**src/wdc_pkg.sv**
```systemverilog
// Purpose: Constants and types for the watchdog channel 0 counter
// Assumes: 10 MHz system clock, one clock domain
// Notes:   Offsets, keys and pulse length are local choices

package wdc_pkg;

   // ---------------------------------------------------------------
   // Register map
   // ---------------------------------------------------------------
   localparam int         ADDR_W        = 4;
   localparam int         DATA_W        = 8;
   localparam int         WDATA_W       = 16;
   localparam logic [3:0] ADDR_COUNT    = 4'h0;
   localparam logic [3:0] ADDR_CTRL     = 4'h1;
   localparam logic [3:0] ADDR_RSTCFG   = 4'h2;
   localparam logic [3:0] ADDR_IRQ_STAT = 4'h3;
   localparam logic [3:0] ADDR_IRQ_EN   = 4'h4;
   localparam logic [3:0] ADDR_IRQ_CLR  = 4'h5;

   // Keys for the protected write method (upper write-data byte)
   localparam logic [7:0] KEY_COUNT     = 8'h5a;
   localparam logic [7:0] KEY_CTRL      = 8'ha5;

   // ---------------------------------------------------------------
   // Control/status field layout
   // ---------------------------------------------------------------
   localparam int         OVF_BIT       = 7;
   localparam int         MODE_BIT      = 6;
   localparam int         ENABLE_BIT    = 5;
   localparam int         RSV_HI_BIT    = 4;
   localparam int         RSV_LO_BIT    = 3;
   localparam int         CKS_MSB       = 2;
   localparam int         RSTSEL_BIT    = 0;

   // ---------------------------------------------------------------
   // Reset values and count limit
   // ---------------------------------------------------------------
   localparam logic [7:0] COUNT_RESET   = 8'h00;
   localparam logic [7:0] COUNT_MAX     = 8'hff;
   localparam logic [2:0] CKS_RESET     = 3'h0;
   localparam logic       RSTSEL_RESET  = 1'b0;
   localparam logic [2:0] EVT_RESET     = 3'h0;

   // ---------------------------------------------------------------
   // Prescaler taps
   // ---------------------------------------------------------------
   localparam int          PRESC_W       = 17;
   localparam logic [16:0] PRESC_RESET   = 17'h0_0000;
   localparam logic [16:0] DIV2_MASK     = 17'h0_0001;
   localparam logic [16:0] DIV64_MASK    = 17'h0_003f;
   localparam logic [16:0] DIV128_MASK   = 17'h0_007f;
   localparam logic [16:0] DIV512_MASK   = 17'h0_01ff;
   localparam logic [16:0] DIV2048_MASK  = 17'h0_07ff;
   localparam logic [16:0] DIV8192_MASK  = 17'h0_1fff;
   localparam logic [16:0] DIV32768_MASK = 17'h0_7fff;
   localparam logic [16:0] DIV131072_MASK = 17'h1_ffff;

   // ---------------------------------------------------------------
   // Timing
   // ---------------------------------------------------------------
   localparam int CLOCK_PERIOD_NS    = 100;
   localparam int RESET_PULSE_NS     = 500;
   localparam int RESET_PULSE_CYCLES =
      (RESET_PULSE_NS + CLOCK_PERIOD_NS - 1) / CLOCK_PERIOD_NS;

   // ---------------------------------------------------------------
   // Types
   // ---------------------------------------------------------------
   typedef struct packed {
      logic [3:0]  addr;
      logic [15:0] wdata;
      logic        wr;
      logic        rd;
   } wdc_bus_req_t;

   typedef struct packed {
      logic       mode_watchdog;
      logic       count_enable;
      logic [2:0] clock_select;
   } wdc_ctrl_t;

   typedef struct packed {
      logic write_rejected;
      logic watchdog_ovf;
      logic interval_ovf;
   } wdc_events_t;

   typedef enum logic [1:0] {
      WDC_RUN   = 2'b01,
      WDC_RESET = 2'b10
   } wdc_state_t;

endpackage

```
**src/wdc_channel0.sv**
```systemverilog
// Purpose: Watchdog / interval timer channel 0 with register port
// Assumes: Bus master never reads and writes in the same cycle
// Notes:   One clock; keyed writes guard count and control

`timescale 1ns/1ps

module wdc_channel0 (
   input  wire logic                  clock,
   input  wire logic                  reset_n,
   input  wire wdc_pkg::wdc_bus_req_t bus_req,
   output logic [7:0]                 rdata,
   output logic                       irq,
   output logic                       interval_overflow_irq,
   output logic                       nmi_request,
   output logic                       internal_reset_out
);
   import wdc_pkg::*;

   // ---------------------------------------------------------------
   // Declarations
   // ---------------------------------------------------------------
   logic                rst_meta_reg;
   logic                rst_n_sync;
   logic [PRESC_W-1:0]  presc_reg;
   logic [7:0]          count_reg;
   logic [7:0]          count_next;
   wdc_ctrl_t           ctrl_reg;
   logic                ovf_reg;
   logic                ovf_next;
   logic                ovf_armed_reg;
   logic                reset_select_reg;
   wdc_state_t          state_reg;
   logic [3:0]          pulse_cnt_reg;
   wdc_events_t         irq_stat_reg;
   wdc_events_t         irq_en_reg;
   wdc_events_t         evt_now;
   logic [7:0]          rdata_reg;
   logic                interval_irq_reg;
   logic                nmi_reg;
   logic                tick;
   logic                in_run;
   logic                count_wr_ok;
   logic                ctrl_wr_ok;
   logic                rstcfg_wr_ok;
   logic                bad_key_wr;
   logic                overflow_event;
   logic                ctrl_read;

   // ---------------------------------------------------------------
   // Functions
   // ---------------------------------------------------------------
   function automatic logic tick_for(input logic [2:0]         sel,
                                     input logic [PRESC_W-1:0] p);
      logic [PRESC_W-1:0] mask;
      mask = DIV2_MASK;
      case (sel)
         3'b000: mask = DIV2_MASK;
         3'b001: mask = DIV64_MASK;
         3'b010: mask = DIV128_MASK;
         3'b011: mask = DIV512_MASK;
         3'b100: mask = DIV2048_MASK;
         3'b101: mask = DIV8192_MASK;
         3'b110: mask = DIV32768_MASK;
         default: mask = DIV131072_MASK;
      endcase
      tick_for = ((p & mask) == mask);
   endfunction

   function automatic logic key_write(input wdc_bus_req_t r,
                                      input logic [3:0]   a,
                                      input logic [7:0]   k);
      key_write = r.wr && (r.addr == a) && (r.wdata[15:8] == k);
   endfunction

   function automatic logic [7:0] ctrl_byte(input logic      ovf,
                                            input wdc_ctrl_t c);
      logic [7:0] b;
      b                 = 8'h00;
      b[OVF_BIT]        = ovf;
      b[MODE_BIT]       = c.mode_watchdog;
      b[ENABLE_BIT]     = c.count_enable;
      b[RSV_HI_BIT]     = 1'b1;
      b[RSV_LO_BIT]     = 1'b1;
      b[CKS_MSB:0]      = c.clock_select;
      ctrl_byte         = b;
   endfunction

   // ---------------------------------------------------------------
   // Reset synchroniser
   // ---------------------------------------------------------------
   always_ff @(posedge clock or negedge reset_n) begin
      if (!reset_n) begin
         rst_meta_reg <= 1'b0;
         rst_n_sync   <= 1'b0;
      end else begin
         rst_meta_reg <= 1'b1;
         rst_n_sync   <= rst_meta_reg;
      end
   end

   // ---------------------------------------------------------------
   // Access decode
   // ---------------------------------------------------------------
   assign in_run       = (state_reg == WDC_RUN);
   assign count_wr_ok  = key_write(bus_req, ADDR_COUNT, KEY_COUNT);
   assign ctrl_wr_ok   = key_write(bus_req, ADDR_CTRL, KEY_CTRL);
   assign rstcfg_wr_ok = key_write(bus_req, ADDR_RSTCFG, KEY_CTRL);
   assign bad_key_wr   = bus_req.wr && !count_wr_ok && !ctrl_wr_ok &&
                         !rstcfg_wr_ok &&
                         ((bus_req.addr == ADDR_COUNT) ||
                          (bus_req.addr == ADDR_CTRL) ||
                          (bus_req.addr == ADDR_RSTCFG));
   assign ctrl_read    = bus_req.rd && (bus_req.addr == ADDR_CTRL);

   // ---------------------------------------------------------------
   // Prescaler
   // ---------------------------------------------------------------
   always_ff @(posedge clock or negedge rst_n_sync) begin
      if (!rst_n_sync) begin
         presc_reg <= PRESC_RESET;
      end else begin
         presc_reg <= presc_reg + 17'h0_0001;
      end
   end

   assign tick = tick_for(ctrl_reg.clock_select, presc_reg);

   // ---------------------------------------------------------------
   // Counter
   // ---------------------------------------------------------------
   assign overflow_event = in_run && ctrl_reg.count_enable && tick &&
                           !count_wr_ok && (count_reg == COUNT_MAX);

   always_comb begin
      count_next = count_reg;
      if (!in_run || !ctrl_reg.count_enable) begin
         count_next = COUNT_RESET;
      end else if (count_wr_ok) begin
         count_next = bus_req.wdata[7:0];
      end else if (tick) begin
         count_next = count_reg + 8'h01;
      end
   end

   always_ff @(posedge clock or negedge rst_n_sync) begin
      if (!rst_n_sync) begin
         count_reg <= COUNT_RESET;
      end else begin
         count_reg <= count_next;
      end
   end

   // ---------------------------------------------------------------
   // Control fields
   // ---------------------------------------------------------------
   always_ff @(posedge clock or negedge rst_n_sync) begin
      if (!rst_n_sync) begin
         ctrl_reg.mode_watchdog <= 1'b0;
         ctrl_reg.count_enable  <= 1'b0;
         ctrl_reg.clock_select  <= CKS_RESET;
      end else if (!in_run) begin
         ctrl_reg.mode_watchdog <= 1'b0;
         ctrl_reg.count_enable  <= 1'b0;
         ctrl_reg.clock_select  <= CKS_RESET;
      end else if (ctrl_wr_ok) begin
         ctrl_reg.mode_watchdog <= bus_req.wdata[MODE_BIT];
         ctrl_reg.count_enable  <= bus_req.wdata[ENABLE_BIT];
         ctrl_reg.clock_select  <= bus_req.wdata[CKS_MSB:0];
      end
   end

   always_ff @(posedge clock or negedge rst_n_sync) begin
      if (!rst_n_sync) begin
         reset_select_reg <= RSTSEL_RESET;
      end else if (rstcfg_wr_ok) begin
         reset_select_reg <= bus_req.wdata[RSTSEL_BIT];
      end
   end

   // ---------------------------------------------------------------
   // Overflow flag
   // ---------------------------------------------------------------
   always_comb begin
      ovf_next = ovf_reg;
      if (!in_run) begin
         ovf_next = 1'b0;
      end else if (overflow_event) begin
         ovf_next = 1'b1;
      end else if (ctrl_wr_ok && ovf_armed_reg &&
                   !bus_req.wdata[OVF_BIT]) begin
         ovf_next = 1'b0;
      end
   end

   always_ff @(posedge clock or negedge rst_n_sync) begin
      if (!rst_n_sync) begin
         ovf_reg <= 1'b0;
      end else begin
         ovf_reg <= ovf_next;
      end
   end

   always_ff @(posedge clock or negedge rst_n_sync) begin
      if (!rst_n_sync) begin
         ovf_armed_reg <= 1'b0;
      end else if (ctrl_read && ovf_reg) begin
         ovf_armed_reg <= 1'b1;
      end else if (ctrl_wr_ok || !ovf_reg) begin
         ovf_armed_reg <= 1'b0;
      end
   end

   // ---------------------------------------------------------------
   // Overflow actions
   // ---------------------------------------------------------------
   always_ff @(posedge clock or negedge rst_n_sync) begin
      if (!rst_n_sync) begin
         state_reg     <= WDC_RUN;
         pulse_cnt_reg <= 4'h0;
      end else begin
         case (state_reg)
            WDC_RUN: begin
               if (overflow_event && ctrl_reg.mode_watchdog &&
                   reset_select_reg) begin
                  state_reg     <= WDC_RESET;
                  pulse_cnt_reg <= 4'(RESET_PULSE_CYCLES - 1);
               end
            end
            WDC_RESET: begin
               if (pulse_cnt_reg == 4'h0) begin
                  state_reg <= WDC_RUN;
               end else begin
                  pulse_cnt_reg <= pulse_cnt_reg - 4'h1;
               end
            end
            default: begin
               state_reg <= WDC_RUN;
            end
         endcase
      end
   end

   always_ff @(posedge clock or negedge rst_n_sync) begin
      if (!rst_n_sync) begin
         interval_irq_reg <= 1'b0;
         nmi_reg          <= 1'b0;
      end else begin
         interval_irq_reg <= overflow_event &&
                             !ctrl_reg.mode_watchdog;
         nmi_reg          <= overflow_event &&
                             ctrl_reg.mode_watchdog &&
                             !reset_select_reg;
      end
   end

   // ---------------------------------------------------------------
   // Interrupt status, enable and clear
   // ---------------------------------------------------------------
   assign evt_now.write_rejected = bad_key_wr;
   assign evt_now.watchdog_ovf   = overflow_event &&
                                   ctrl_reg.mode_watchdog;
   assign evt_now.interval_ovf   = overflow_event &&
                                   !ctrl_reg.mode_watchdog;

   always_ff @(posedge clock or negedge rst_n_sync) begin
      if (!rst_n_sync) begin
         irq_stat_reg <= EVT_RESET;
      end else if (bus_req.wr && (bus_req.addr == ADDR_IRQ_CLR)) begin
         irq_stat_reg <= (irq_stat_reg & ~bus_req.wdata[2:0]) | evt_now;
      end else begin
         irq_stat_reg <= irq_stat_reg | evt_now;
      end
   end

   always_ff @(posedge clock or negedge rst_n_sync) begin
      if (!rst_n_sync) begin
         irq_en_reg <= EVT_RESET;
      end else if (bus_req.wr && (bus_req.addr == ADDR_IRQ_EN)) begin
         irq_en_reg <= bus_req.wdata[2:0];
      end
   end

   // ---------------------------------------------------------------
   // Read port
   // ---------------------------------------------------------------
   always_ff @(posedge clock or negedge rst_n_sync) begin
      if (!rst_n_sync) begin
         rdata_reg <= 8'h00;
      end else if (!bus_req.rd) begin
         rdata_reg <= 8'h00;
      end else if (bus_req.addr == ADDR_COUNT) begin
         rdata_reg <= count_reg;
      end else if (bus_req.addr == ADDR_CTRL) begin
         rdata_reg <= ctrl_byte(ovf_reg, ctrl_reg);
      end else if (bus_req.addr == ADDR_RSTCFG) begin
         rdata_reg <= {7'h00, reset_select_reg};
      end else if (bus_req.addr == ADDR_IRQ_STAT) begin
         rdata_reg <= {5'h00, irq_stat_reg};
      end else if (bus_req.addr == ADDR_IRQ_EN) begin
         rdata_reg <= {5'h00, irq_en_reg};
      end else begin
         rdata_reg <= 8'h00;
      end
   end

   assign rdata                 = rdata_reg;
   assign irq                   = |(irq_stat_reg & irq_en_reg);
   assign interval_overflow_irq = interval_irq_reg;
   assign nmi_request           = nmi_reg;
   assign internal_reset_out    = (state_reg == WDC_RESET);

   // ---------------------------------------------------------------
   // Checks
   // ---------------------------------------------------------------
   AST_INTRESET_ZERO: assert property (
      @(posedge clock) disable iff (!rst_n_sync)
      (state_reg == WDC_RESET) |=> (count_reg == COUNT_RESET))
      else $error("Count not zero after internal reset");

   AST_HOLD_ZERO: assert property (
      @(posedge clock) disable iff (!rst_n_sync)
      !ctrl_reg.count_enable |=> (count_reg == COUNT_RESET))
      else $error("Count not held at zero while disabled");

   AST_ADVANCE: assert property (
      @(posedge clock) disable iff (!rst_n_sync)
      (in_run && ctrl_reg.count_enable && tick && !count_wr_ok)
      |=> (count_reg == 8'($past(count_reg) + 8'h01)))
      else $error("Count did not advance on tick");

   AST_OVF_SET: assert property (
      @(posedge clock) disable iff (!rst_n_sync)
      overflow_event |=> (ovf_reg && (count_reg == COUNT_RESET)))
      else $error("Overflow did not set flag");

   AST_NO_SW_SET: assert property (
      @(posedge clock) disable iff (!rst_n_sync)
      (!ovf_reg && !overflow_event) |=> !ovf_reg)
      else $error("Overflow flag set without overflow");

   AST_CLEAR_NEEDS_READ: assert property (
      @(posedge clock) disable iff (!rst_n_sync)
      (ovf_reg && !ovf_armed_reg && in_run) |=> ovf_reg)
      else $error("Overflow flag cleared without prior read");

   AST_REJECT_PLAIN: assert property (
      @(posedge clock) disable iff (!rst_n_sync)
      (in_run && bus_req.wr && (bus_req.addr == ADDR_CTRL) &&
       (bus_req.wdata[15:8] != KEY_CTRL))
      |=> (ctrl_reg == $past(ctrl_reg)))
      else $error("Plain write changed control register");

   AST_INTERVAL_IRQ: assert property (
      @(posedge clock) disable iff (!rst_n_sync)
      (overflow_event && !ctrl_reg.mode_watchdog)
      |=> interval_overflow_irq ##1 !interval_overflow_irq)
      else $error("Interval interrupt missing or stretched");

   AST_WDT_RESET: assert property (
      @(posedge clock) disable iff (!rst_n_sync)
      (overflow_event && ctrl_reg.mode_watchdog && reset_select_reg)
      |=> internal_reset_out ##1 (internal_reset_out && !ovf_reg))
      else $error("Watchdog overflow did not reset and clear flag");

   AST_RESERVED_ONES: assert property (
      @(posedge clock) disable iff (!rst_n_sync)
      ctrl_read |=> (rdata[RSV_HI_BIT:RSV_LO_BIT] == 2'b11))
      else $error("Reserved bits not read as one");

   AST_DIV2_TICK: assert property (
      @(posedge clock) disable iff (!rst_n_sync)
      ($past(rst_n_sync) && (ctrl_reg.clock_select == 3'b000) &&
       ($past(ctrl_reg.clock_select) == 3'b000))
      |-> (tick != $past(tick)))
      else $error("Divide-by-two tick not alternating");

   AST_DIV131072_TICK: assert property (
      @(posedge clock) disable iff (!rst_n_sync)
      ((ctrl_reg.clock_select == 3'b111) && tick)
      |-> (presc_reg == DIV131072_MASK))
      else $error("Slowest tick before prescaler wrap");

endmodule

```
**config.mk**
```make
export PLATFORM = sky130hd
export DESIGN_NAME = wdc_channel0
export DESIGN_NICKNAME = d
export VERILOG_FILES = /design/src/wdc_pkg.sv /design/src/wdc_channel0.sv
export SDC_FILE = /design/constraint.sdc
export NUM_CORES = 1
export LEC_CHECK = 0
export ABC_AREA = 1
export CORE_ASPECT_RATIO = 0.8
export CORE_UTILIZATION = 64
export DETAILED_ROUTE_END_ITERATION = 6
export DONT_BUFFER_PORTS = 1
export GPL_ROUTABILITY_DRIVEN = 0
export GPL_TIMING_DRIVEN = 0
export PLACE_DENSITY = 0.8
export SKIP_LAST_GASP = 1
export SLEW_MARGIN = 20
export SYNTH_ARGS = -nofsm -noshare
export SYNTH_HDL_FRONTEND = slang
export SYNTH_SLANG_ARGS = --single-unit
```
**constraint.sdc**
```tcl
create_clock -name clock -period 3.47 [get_ports clock]
set_input_delay 0.694 -clock clock [delete_from_list [all_inputs] [get_ports clock]]
set_output_delay 0.694 -clock clock [all_outputs]
set_load 0.05 [all_outputs]
```
======== After elaboration in Yosys (flattened, before gate mapping) ========
Index checks and enable logic that the tools add are counted.
storage, ports and cells
  bits in registers ....................... 57
  output and inout port bits .............. 12
  logic and storage cells ................. 122
operators by class
  add/subtract/negate cells ............... 3
  equal/unequal tests ..................... 22
  mux-type cells .......................... 24
  bitwise gates (word level) .............. 6
  reductions and logical operators ........ 46
operator list
  cell                   number
  $pmux 17 s7            1
  $mux 8                 6
  $logic_and 1x1->1      24
  $add 17x1->17 const B  1
  $and 17x17->17         1
  $eq 17x17->1           1
  $eq 8x8->1 const B     2
  $mux 3                 4
  $mux 5                 2
  $eq 3x3->1 const B     3
  $logic_not 1->1        9
  $add 8x1->8 const B    1
  $eq 4x2->1 const B     2
  $eq 4x3->1 const B     2
  $eq 8x7->1 const B     1
  $logic_not 4->1        2
  $mux 4                 2
  $pmux 4 s2             1
  $and 3x3->3            2
  $eq 3x2->1 const B     2
  $ne 2x1->1 const B     3
  $or 3x3->3             2
  $mux 1                 5
  $eq 4x1->1 const B     1
  other kinds (16)       21

======== Depth between registers and ports, before layout ========
Gate-level depths: netlist (run 1).
  word-level depth ........................ 11
  depth in mapped cells ................... 12

======== Least setup slack after synthesis (run 1) ========
No wires, ideal clock.
  path kind ............................... register -> output
  start point ............................. register state_reg[1]
  end point ............................... output internal_reset_out
  data arrival time ....................... 1106 ps
  required time ........................... 2776 ps
  slack ................................... 1670 ps
  cell stages (with the launch flop) ...... 3
  buffers on the path ..................... 0
  cells stage by stage .................... dfrtp_1 inv_1 nor2_1
on the way
  cells in the longest elaborated chain, start to end .. 1
RTL lines
  what                    line                 text
  from (decl)             wdc_channel0.sv:32   wdc_state_t state_reg;
  from (signal assigned)  wdc_channel0.sv:218  state_reg <= WDC_RUN;
  from (signal assigned)  wdc_channel0.sv:225  state_reg <= WDC_RESET;
  from (signal assigned)  wdc_channel0.sv:231  state_reg <= WDC_RUN;
  $eq 2x2->1              wdc_channel0.sv:310  assign internal_reset_out = (state_reg == WDC_RESET);
  to (decl)               wdc_channel0.sv:15   output logic internal_reset_out
No other way between the ends.

======== Worst setup path after layout (run 1) ========
Same ends and word-level chain as after synthesis.

==> results of run 1 <==
==> cell type report <==
type | instances | area (µm²) | area share [%]
multi-input cells | 242 | 1260 | 39.9
plain buffers | 1 | 11.3 | 0.356
flip-flops and latches | 57 | 1430 | 45.3
well taps | 57 | 71.3 | 2.26
clock buffers | 10 | 128 | 4.04
inverters | 47 | 176 | 5.58
clock inverters | 6 | 82.6 | 2.61
==> worst max path at each step <==
stage / startpoint / to / slack (ns) / cells past startpoint
finish: state_reg[1] / internal_reset_out / 1.23 / 2
global route: state_reg[1] / internal_reset_out / 1.19 / 2
CTS: state_reg[1] / internal_reset_out / 1.23 / 2
detailed placement: bus_req[18] / ctrl_reg[3] / 1.40 / 8
global placement: rst_n_sync / pulse_cnt_reg[1] / 1.19 / 0
floorplan: state_reg[1] / internal_reset_out / 1.67 / 2
==> cell usage after synthesis <==
cell | n | area (µm²)
a211oi_1 | 1 | 7.51
a21oi_1 | 9 | 45.0
a31oi_1 | 4 | 25.0
buf_6 | 1 | 11.3
clkinv_1 | 1 | 3.75
conb_1 | 1 | 3.75
dfrtp_1 | 56 | 1400
dfstp_2 | 1 | 26.3
ha_1 | 3 | 37.5
inv_1 | 45 | 169
inv_2 | 1 | 3.75
nand2_1 | 75 | 282
nand2_2 | 4 | 25.0
nand3_1 | 30 | 150
nand3_2 | 1 | 10.0
nand4_1 | 10 | 62.6
nand4_2 | 1 | 12.5
nor2_1 | 31 | 116
nor2_2 | 5 | 31.3
nor2_4 | 1 | 11.3
nor3_1 | 6 | 30.0
nor3_2 | 1 | 10.0
nor4_1 | 2 | 12.5
o2111ai_1 | 1 | 8.76
o211ai_1 | 3 | 22.5
o21ai_0 | 24 | 120
o21ai_1 | 1 | 5.00
o21ai_2 | 1 | 8.76
o22ai_1 | 2 | 12.5
o31ai_1 | 4 | 30.0
or2_1 | 1 | 6.26
xnor2_1 | 7 | 61.3
xor2_1 | 13 | 114
==> per-layer routing <==
metal	wire, µm	part of all wire, %	vias up
met5	0	0	-
met4	104	1.6	0
met3	471	7.3	12
met2	2970	46	73
met1	2870	45	1111
li1	-	-	1160
==> cell families after synthesis <==
group | count (synthesis) | synth area share, %
adders and majority gates | 3 | 1.31
other | 1 | 0.130
AOI/OAI and AO/OA | 50 | 9.92
xor gates and xnor gates | 20 | 6.09
DFF | 57 | 49.6
and+or+nand+nor | 168 | 26.4
buffers and inverters | 48 | 6.52
==> worst reg2reg max path, cell delays in order (launching register included) <==
cell and delay, ns:
dfstp_2 0.55, nand2_1 0.19, nor2_2 0.34, nand3_1 0.14, nor2_2 0.16, nand4_2 0.20
nand2_2 0.16, nand2_1 0.06, nand2_1 0.05
==> layout by cell type, fill, tap and decap left out, drive strengths merged, types with 2 or more instances in the layout <==
| master | instances |
|---|---|
| bufinv | 2 |
| o211ai | 3 |
| inv | 46 |
| nand2 | 79 |
| nor2 | 37 |
| nand4 | 11 |
| o21ai | 26 |
| nor3 | 7 |
| xnor2 | 7 |
| ha | 3 |
| clkinv | 4 |
| o31ai | 4 |
| a31oi | 4 |
| clkbuf | 10 |
| o22ai | 2 |
| nor4 | 2 |
| dfrtp | 56 |
| xor2 | 13 |
| nand3 | 31 |
| a21oi | 9 |
==> metrics by stage <==
step	power (W)	util, %
floorplan	0.000745	-
global placement	0.000758	69.3
detailed placement	0.000760	69.3
CTS	0.00142	74.3
global route	0.00146	74.3
finish	0.00142	74.3
==> power by group through the flow <==
stage / Sequential (W) / Combinational (W) / Clock [W]
finish: 0.000703 / 0.0000448 / 0.000672
global route: 0.000707 / 0.0000505 / 0.000705
CTS: 0.000703 / 0.0000446 / 0.000672
detailed placement: 0.000715 / 0.0000450 / 0
global placement: 0.000715 / 0.0000430 / 0
floorplan: 0.000709 / 0.0000360 / 0
==> impl_results.md, run 1 <==
* Switching share of power at 23.3%
* Filler cells at 322
* Worst-path clk slew at 0.06 ns
* Hold Path Class: input pin to asynchronous set/reset pin
* Met2 GRT Util at 47.4%
* Global route total overflow at 0
* Fmax at 446 MHz
* Met3 usage at about 11%
* RSZ-0062 raised after global routing: false
* Pint at about 0.0011 W
* Initial DRC Count at 155
* # DRC at 0
* CTS Buf Count at 9
* Distinct cells, synth at 33
* Fin nets at 385
* First-pass GRT wire length at 10300 µm
* Number of global-route vias before repair at 2215
* Setup violations, final at 0
* Critical path peak fanout at 3
* Initial antenna violation count at 0
* DR WL/cell at between 15 and 20 µm
* Final Worst Setup Slack at between 1 and 1.5 ns
* Post-DP Area at roughly 0.0030 mm²
* Critical Path RT at 2.78 ns
* Pin count of the biggest net entering global routing at 56
* Critical-path cell list: inv_1, nor2_1
* Critical setup path kind: register to output pin
* Post-Syn Area at 0.00288 mm²
* GRT busiest layer: met2
* Gate Count Post-Synth at 347
* CTS root buf: clkbuf_8
* Status: completed
* Crit end category: output pin
* Placed wire-length estimate at 4640 µm
* Worst Path Arrival at roughly 1.6 ns
* CP bufs+invs at 1
* Clock power share at between 40 and 50%
* First drt pass iteration count at 4
* Cell class contributing the biggest share of worst-path delay: simple AND/OR/NAND/NOR gates
* Critical Path Max Stage Delay at 0.74 ns
* Layout cell share with drive strength beyond 1 at 9.09%
* FF+latch count, synth at 57
* Slew HR at 35.1%
* CTS tree: yes
* Post-CTS setup buffers at 0
* Ports at 36
* Sequential share of power at 49.5%
* DP Worst Slack at 1.40 ns
* Crit share post-route at 64.6%
* Vias per std cell at approximately 5.6
* CTS resizes at 0
* Core Area at ~0.0043 mm²
* Worst hold slack at 0.0360 ns
* Setup clock skew after layout at approximately 0.01 ns
* Via count at 2356
* Area added between synthesis and finish at 9.92%
* Row count at 21
* Net Switching at 0.000330 W
* N_diodes at 0
* H-tree Lvls at 3
* Setup_tns at 0 ns
* Critical path startpoint category: register
* Die ar. at between 0.004 and 0.005 mm²
* Pleak at between 1.5 and 2 nW
* Worst r2r src: state_reg[0]
* Critical-path top delay cell: nor2_1
* Register-to-register setup slack at between 1.5 and 2 ns
* Max Root-Sink Buffers at 2
* Die Ht at 62.0 µm
* Detailed Route WL at 6420 µm
* Combinational Power Share at 3.2%
* Hold Vio Cnt, Final at 0
* GRT Util Overall at 29.8%
* Reg2reg end: pulse_cnt_reg[3]
* Clk_lat worst skew at between 0.3 and 0.4 ns
* Routing usage on met1 at 38.1%
* Hold_buf cts at 0
* Max rail drop VDD at 328 µV
* Worst slew pin tran at 0.970 ns
* Synthesis warning total at 0
* Max FFs per register at 17
* Post-Syn Nets at 374
* Inst Count DP at 404
* PD cells at 449 mW/mm²
* Register area share after synthesis at 49.6%
* Minimum clock period at 2.24 ns
* Initial Util at approximately two thirds
* Fin cells at 420
* Die W at 77.0 µm
* # clock sinks at 57
* Fin area at 0.00316 mm²
* Synth Area per Inst at 8.29 µm²
* Worst reg2reg path depth at 8
* Final Max Slew Viols at 0
* Port Buffers at 0
* Antenna-violating nets left at 0
* Max_cap viols at 0
No activity file was read; power rests on OpenSTA's default activity.
==> inputs of run 2 (changes only) <==
--- a/config.mk
+++ b/config.mk
@@ -7,12 +7,12 @@
 export LEC_CHECK = 0
 export ABC_AREA = 1
 export CORE_ASPECT_RATIO = 0.8
-export CORE_UTILIZATION = 64
+export CORE_UTILIZATION = 63
 export DETAILED_ROUTE_END_ITERATION = 6
 export DONT_BUFFER_PORTS = 1
 export GPL_ROUTABILITY_DRIVEN = 0
 export GPL_TIMING_DRIVEN = 0
-export PLACE_DENSITY = 0.8
+export PLACE_DENSITY = 0.79
 export SKIP_LAST_GASP = 1
 export SLEW_MARGIN = 20
 export SYNTH_ARGS = -nofsm -noshare
==> constraint.sdc (replaced) <==
create_clock -name clock -period 2.09 [get_ports clock]
set_input_delay 0.418 -clock clock [delete_from_list [all_inputs] [get_ports clock]]
set_output_delay 0.418 -clock clock [all_outputs]
set_load 0.05 [all_outputs]
==> run 2 against run 1 <==
- hold slack better by 0.20 ns
- sequential cell count stayed put
- register-to-register slack lost 1.4 ns
- count of clock-buffer cells in the layout unchanged
- final area increased by 0.83%
- die area increased by 1.5%
- global-route usage grew 0.33 points
- clock skew decreased by 0.0013 ns
- worst setup slack got worse by 1.1 ns
- critical path depth did not move
- routed wire length is 0.64% lower
- critical path type unchanged
- largest power group unchanged
==> impl_results.md, run 2 (synthesized netlist as in run 1, its figures left out) <==
* Hold_sp: bus_req[4]
* Initial Util at approximately 67%
* FF/Latch Area at 0.00143 mm²
* Setup clock skew after layout at 0.00873 ns
* Area added between synthesis and finish at 10.8%
* Global route total overflow at 0
* Worst Path Arrival at 1.58 ns
* Most frequent cells in the layout: nand2_1 (75), dfrtp_1 (55), inv_1 (45)
* Via count at 2394
* Port Buffers at 0
* Ports at 36
* Pint at 0.00185 W
* Antenna-violating nets left at 0
* RSZ-0062 raised after global routing: false
* Setup violations, final at 0
* Net Switching at 0.000567 W
* Hold Vio Cnt, Final at 0
* Switching share of power at approximately a quarter
* CTS tree: yes
* CTS Buf Count at 9
* Register-to-register setup slack at between 0.15 and 0.2 ns
* Number of global-route vias before repair at approximately 2400
* Fin nets at 386
* Die Ht at 62.4 µm
* Max Root-Sink Buffers at 2
* Die ar. at 0.00484 mm²
* Initial DRC Count at 149
* # DRC at 0
* Slew HR at 31.3%
* Clock power share at 48.5%
* Critical Path RT at 1.67 ns
* H-tree Lvls at 3
* Worst r2r src: state_reg[1]
* Most common cell after layout, fill and taps aside: nand2_1
* Layout cell share with drive strength beyond 1 at 9.34%
* Setup_tns at 0 ns
* Clk_lat worst skew at between 0.3 and 0.4 ns
* Sequential share of power at 48.3%
* Combinational Power Share at between 3 and 4%
* Pin count of the biggest net entering global routing at 56
* Pleak at 1.54 nW
* Placed wire-length estimate at 4430 µm
* Worst hold slack at approximately 0.24 ns
* Hold path endpoint: ctrl_reg[2]
* Crit end category: output pin
* Hold Crit Depth at 2
* # clock sinks at 57
* Worst-path clk slew at 0.07 ns
* Die W at 77.5 µm
* Max rail drop VDD at 575 µV
* Worst reg2reg path depth at 6
* Core Area at around 0.0043 mm²
* Vias per std cell at between 5 and 6
* Status: completed
* Fmax at 500 MHz
* PD cells at roughly 760 mW/mm²
* Multi-input combinational cell area at roughly 0.0013 mm²
* Crit share post-route at between 90% and 100%
* Row count at 21
* Max_cap viols at 0
* Reg2reg end: pulse_cnt_reg[3]
* CTS root buf: clkbuf_8
* Worst slew pin tran at approximately 1.0 ns
* Final Max Slew Viols at 0
* First drt pass iteration count at 4
* Minimum clock period at 2.00 ns
* Hold Path Class: input pin to register
* Critical setup path kind: register to output pin
* N_diodes at 0
* DR WL/cell at 15.2 µm
* Initial antenna violation count at 0
* Critical path peak fanout at 3
* Detailed Route WL at 6380 µm
* Critical path startpoint category: register
* Filler cells at between 300 and 400
* Max FFs per register at 17
* GRT Util Overall at 30.1%
* First-pass GRT wire length at 10900 µm
==> run 2: cell types whose count changed in the layout (fill, tap and decap cells not counted), sizes merged <==
cell / delta
clkinv: -2
clkinvlp: +1
dlygate4sd3: +1
inv: +1
==> run 2: what timing repair did <==
item | CTS | global route
hold buffers | 1 | 0
gates resized for setup | 0 | 0
setup buffers | 0 | 0
endpoints found under the hold margin | 2 | 0
==> run 2: power by group through the flow <==
stage / sequential (W) / clock (W) / combinational (W)
4_1_cts: 0.00117 / 0.00118 / 0.0000757
3_3_place_gp: 0.00119 / 0 / 0.0000710
3_5_place_dp: 0.00119 / 0 / 0.0000734
5_1_grt: 0.00117 / 0.00122 / 0.0000866
2_1_floorplan: 0.00118 / 0 / 0.0000598
6_report: 0.00117 / 0.00117 / 0.0000769
==> run 2: worst max-delay path: stages, from the launching register on <==
cell	delay (ns)
dfrtp_1	0.38
inv_1	0.08
nor2_1	0.78
==> run 2: how the worst max path moves through the flow <==
stage | startpoint | to
floorplan | rst_n_sync | count_reg[0]
global placement | rst_n_sync | pulse_cnt_reg[1]
detailed placement | state_reg[0] | pulse_cnt_reg[3]
CTS | state_reg[1] | internal_reset_out
global route | state_reg[1] | internal_reset_out
finish | state_reg[1] | internal_reset_out
==> run 2: layer usage <==
metal / vias up / share of wire [%] / global-route usage [%]
met5: - / 0 / 0
met4: 0 / 3.0 / 16.3
met3: 17 / 5.2 / 9.49
met2: 63 / 46 / 46.0
met1: 1153 / 46 / 38.4
li1: 1161 / - / -
==> run 2: metrics by stage <==
step | power, W | cells | area [µm²] | utilization, % | worst slack, ns
finish | 0.00242 | 421 | 3190 | 74.4 | 0.0891
global placement | 0.00126 | 404 | 2950 | 68.8 | -0.204
global route | 0.00248 | 421 | 3190 | 74.4 | 0.0227
CTS | 0.00243 | 421 | 3190 | 74.4 | 0.0848
detailed placement | 0.00126 | 404 | 2950 | 68.9 | 0.241
floorplan | 0.00124 | 347 | 2880 | - | 0.387
==> run 2: area by class of cell <==
cell class	count	area share (%)
clock inverter	6	2.79
buffer	1	0.353
timing repair buffer	1	0.314
sequential	57	44.9
tap	57	2.24
inverter	47	5.53
multi-input combinational	242	39.6
clock buffer	10	4.32
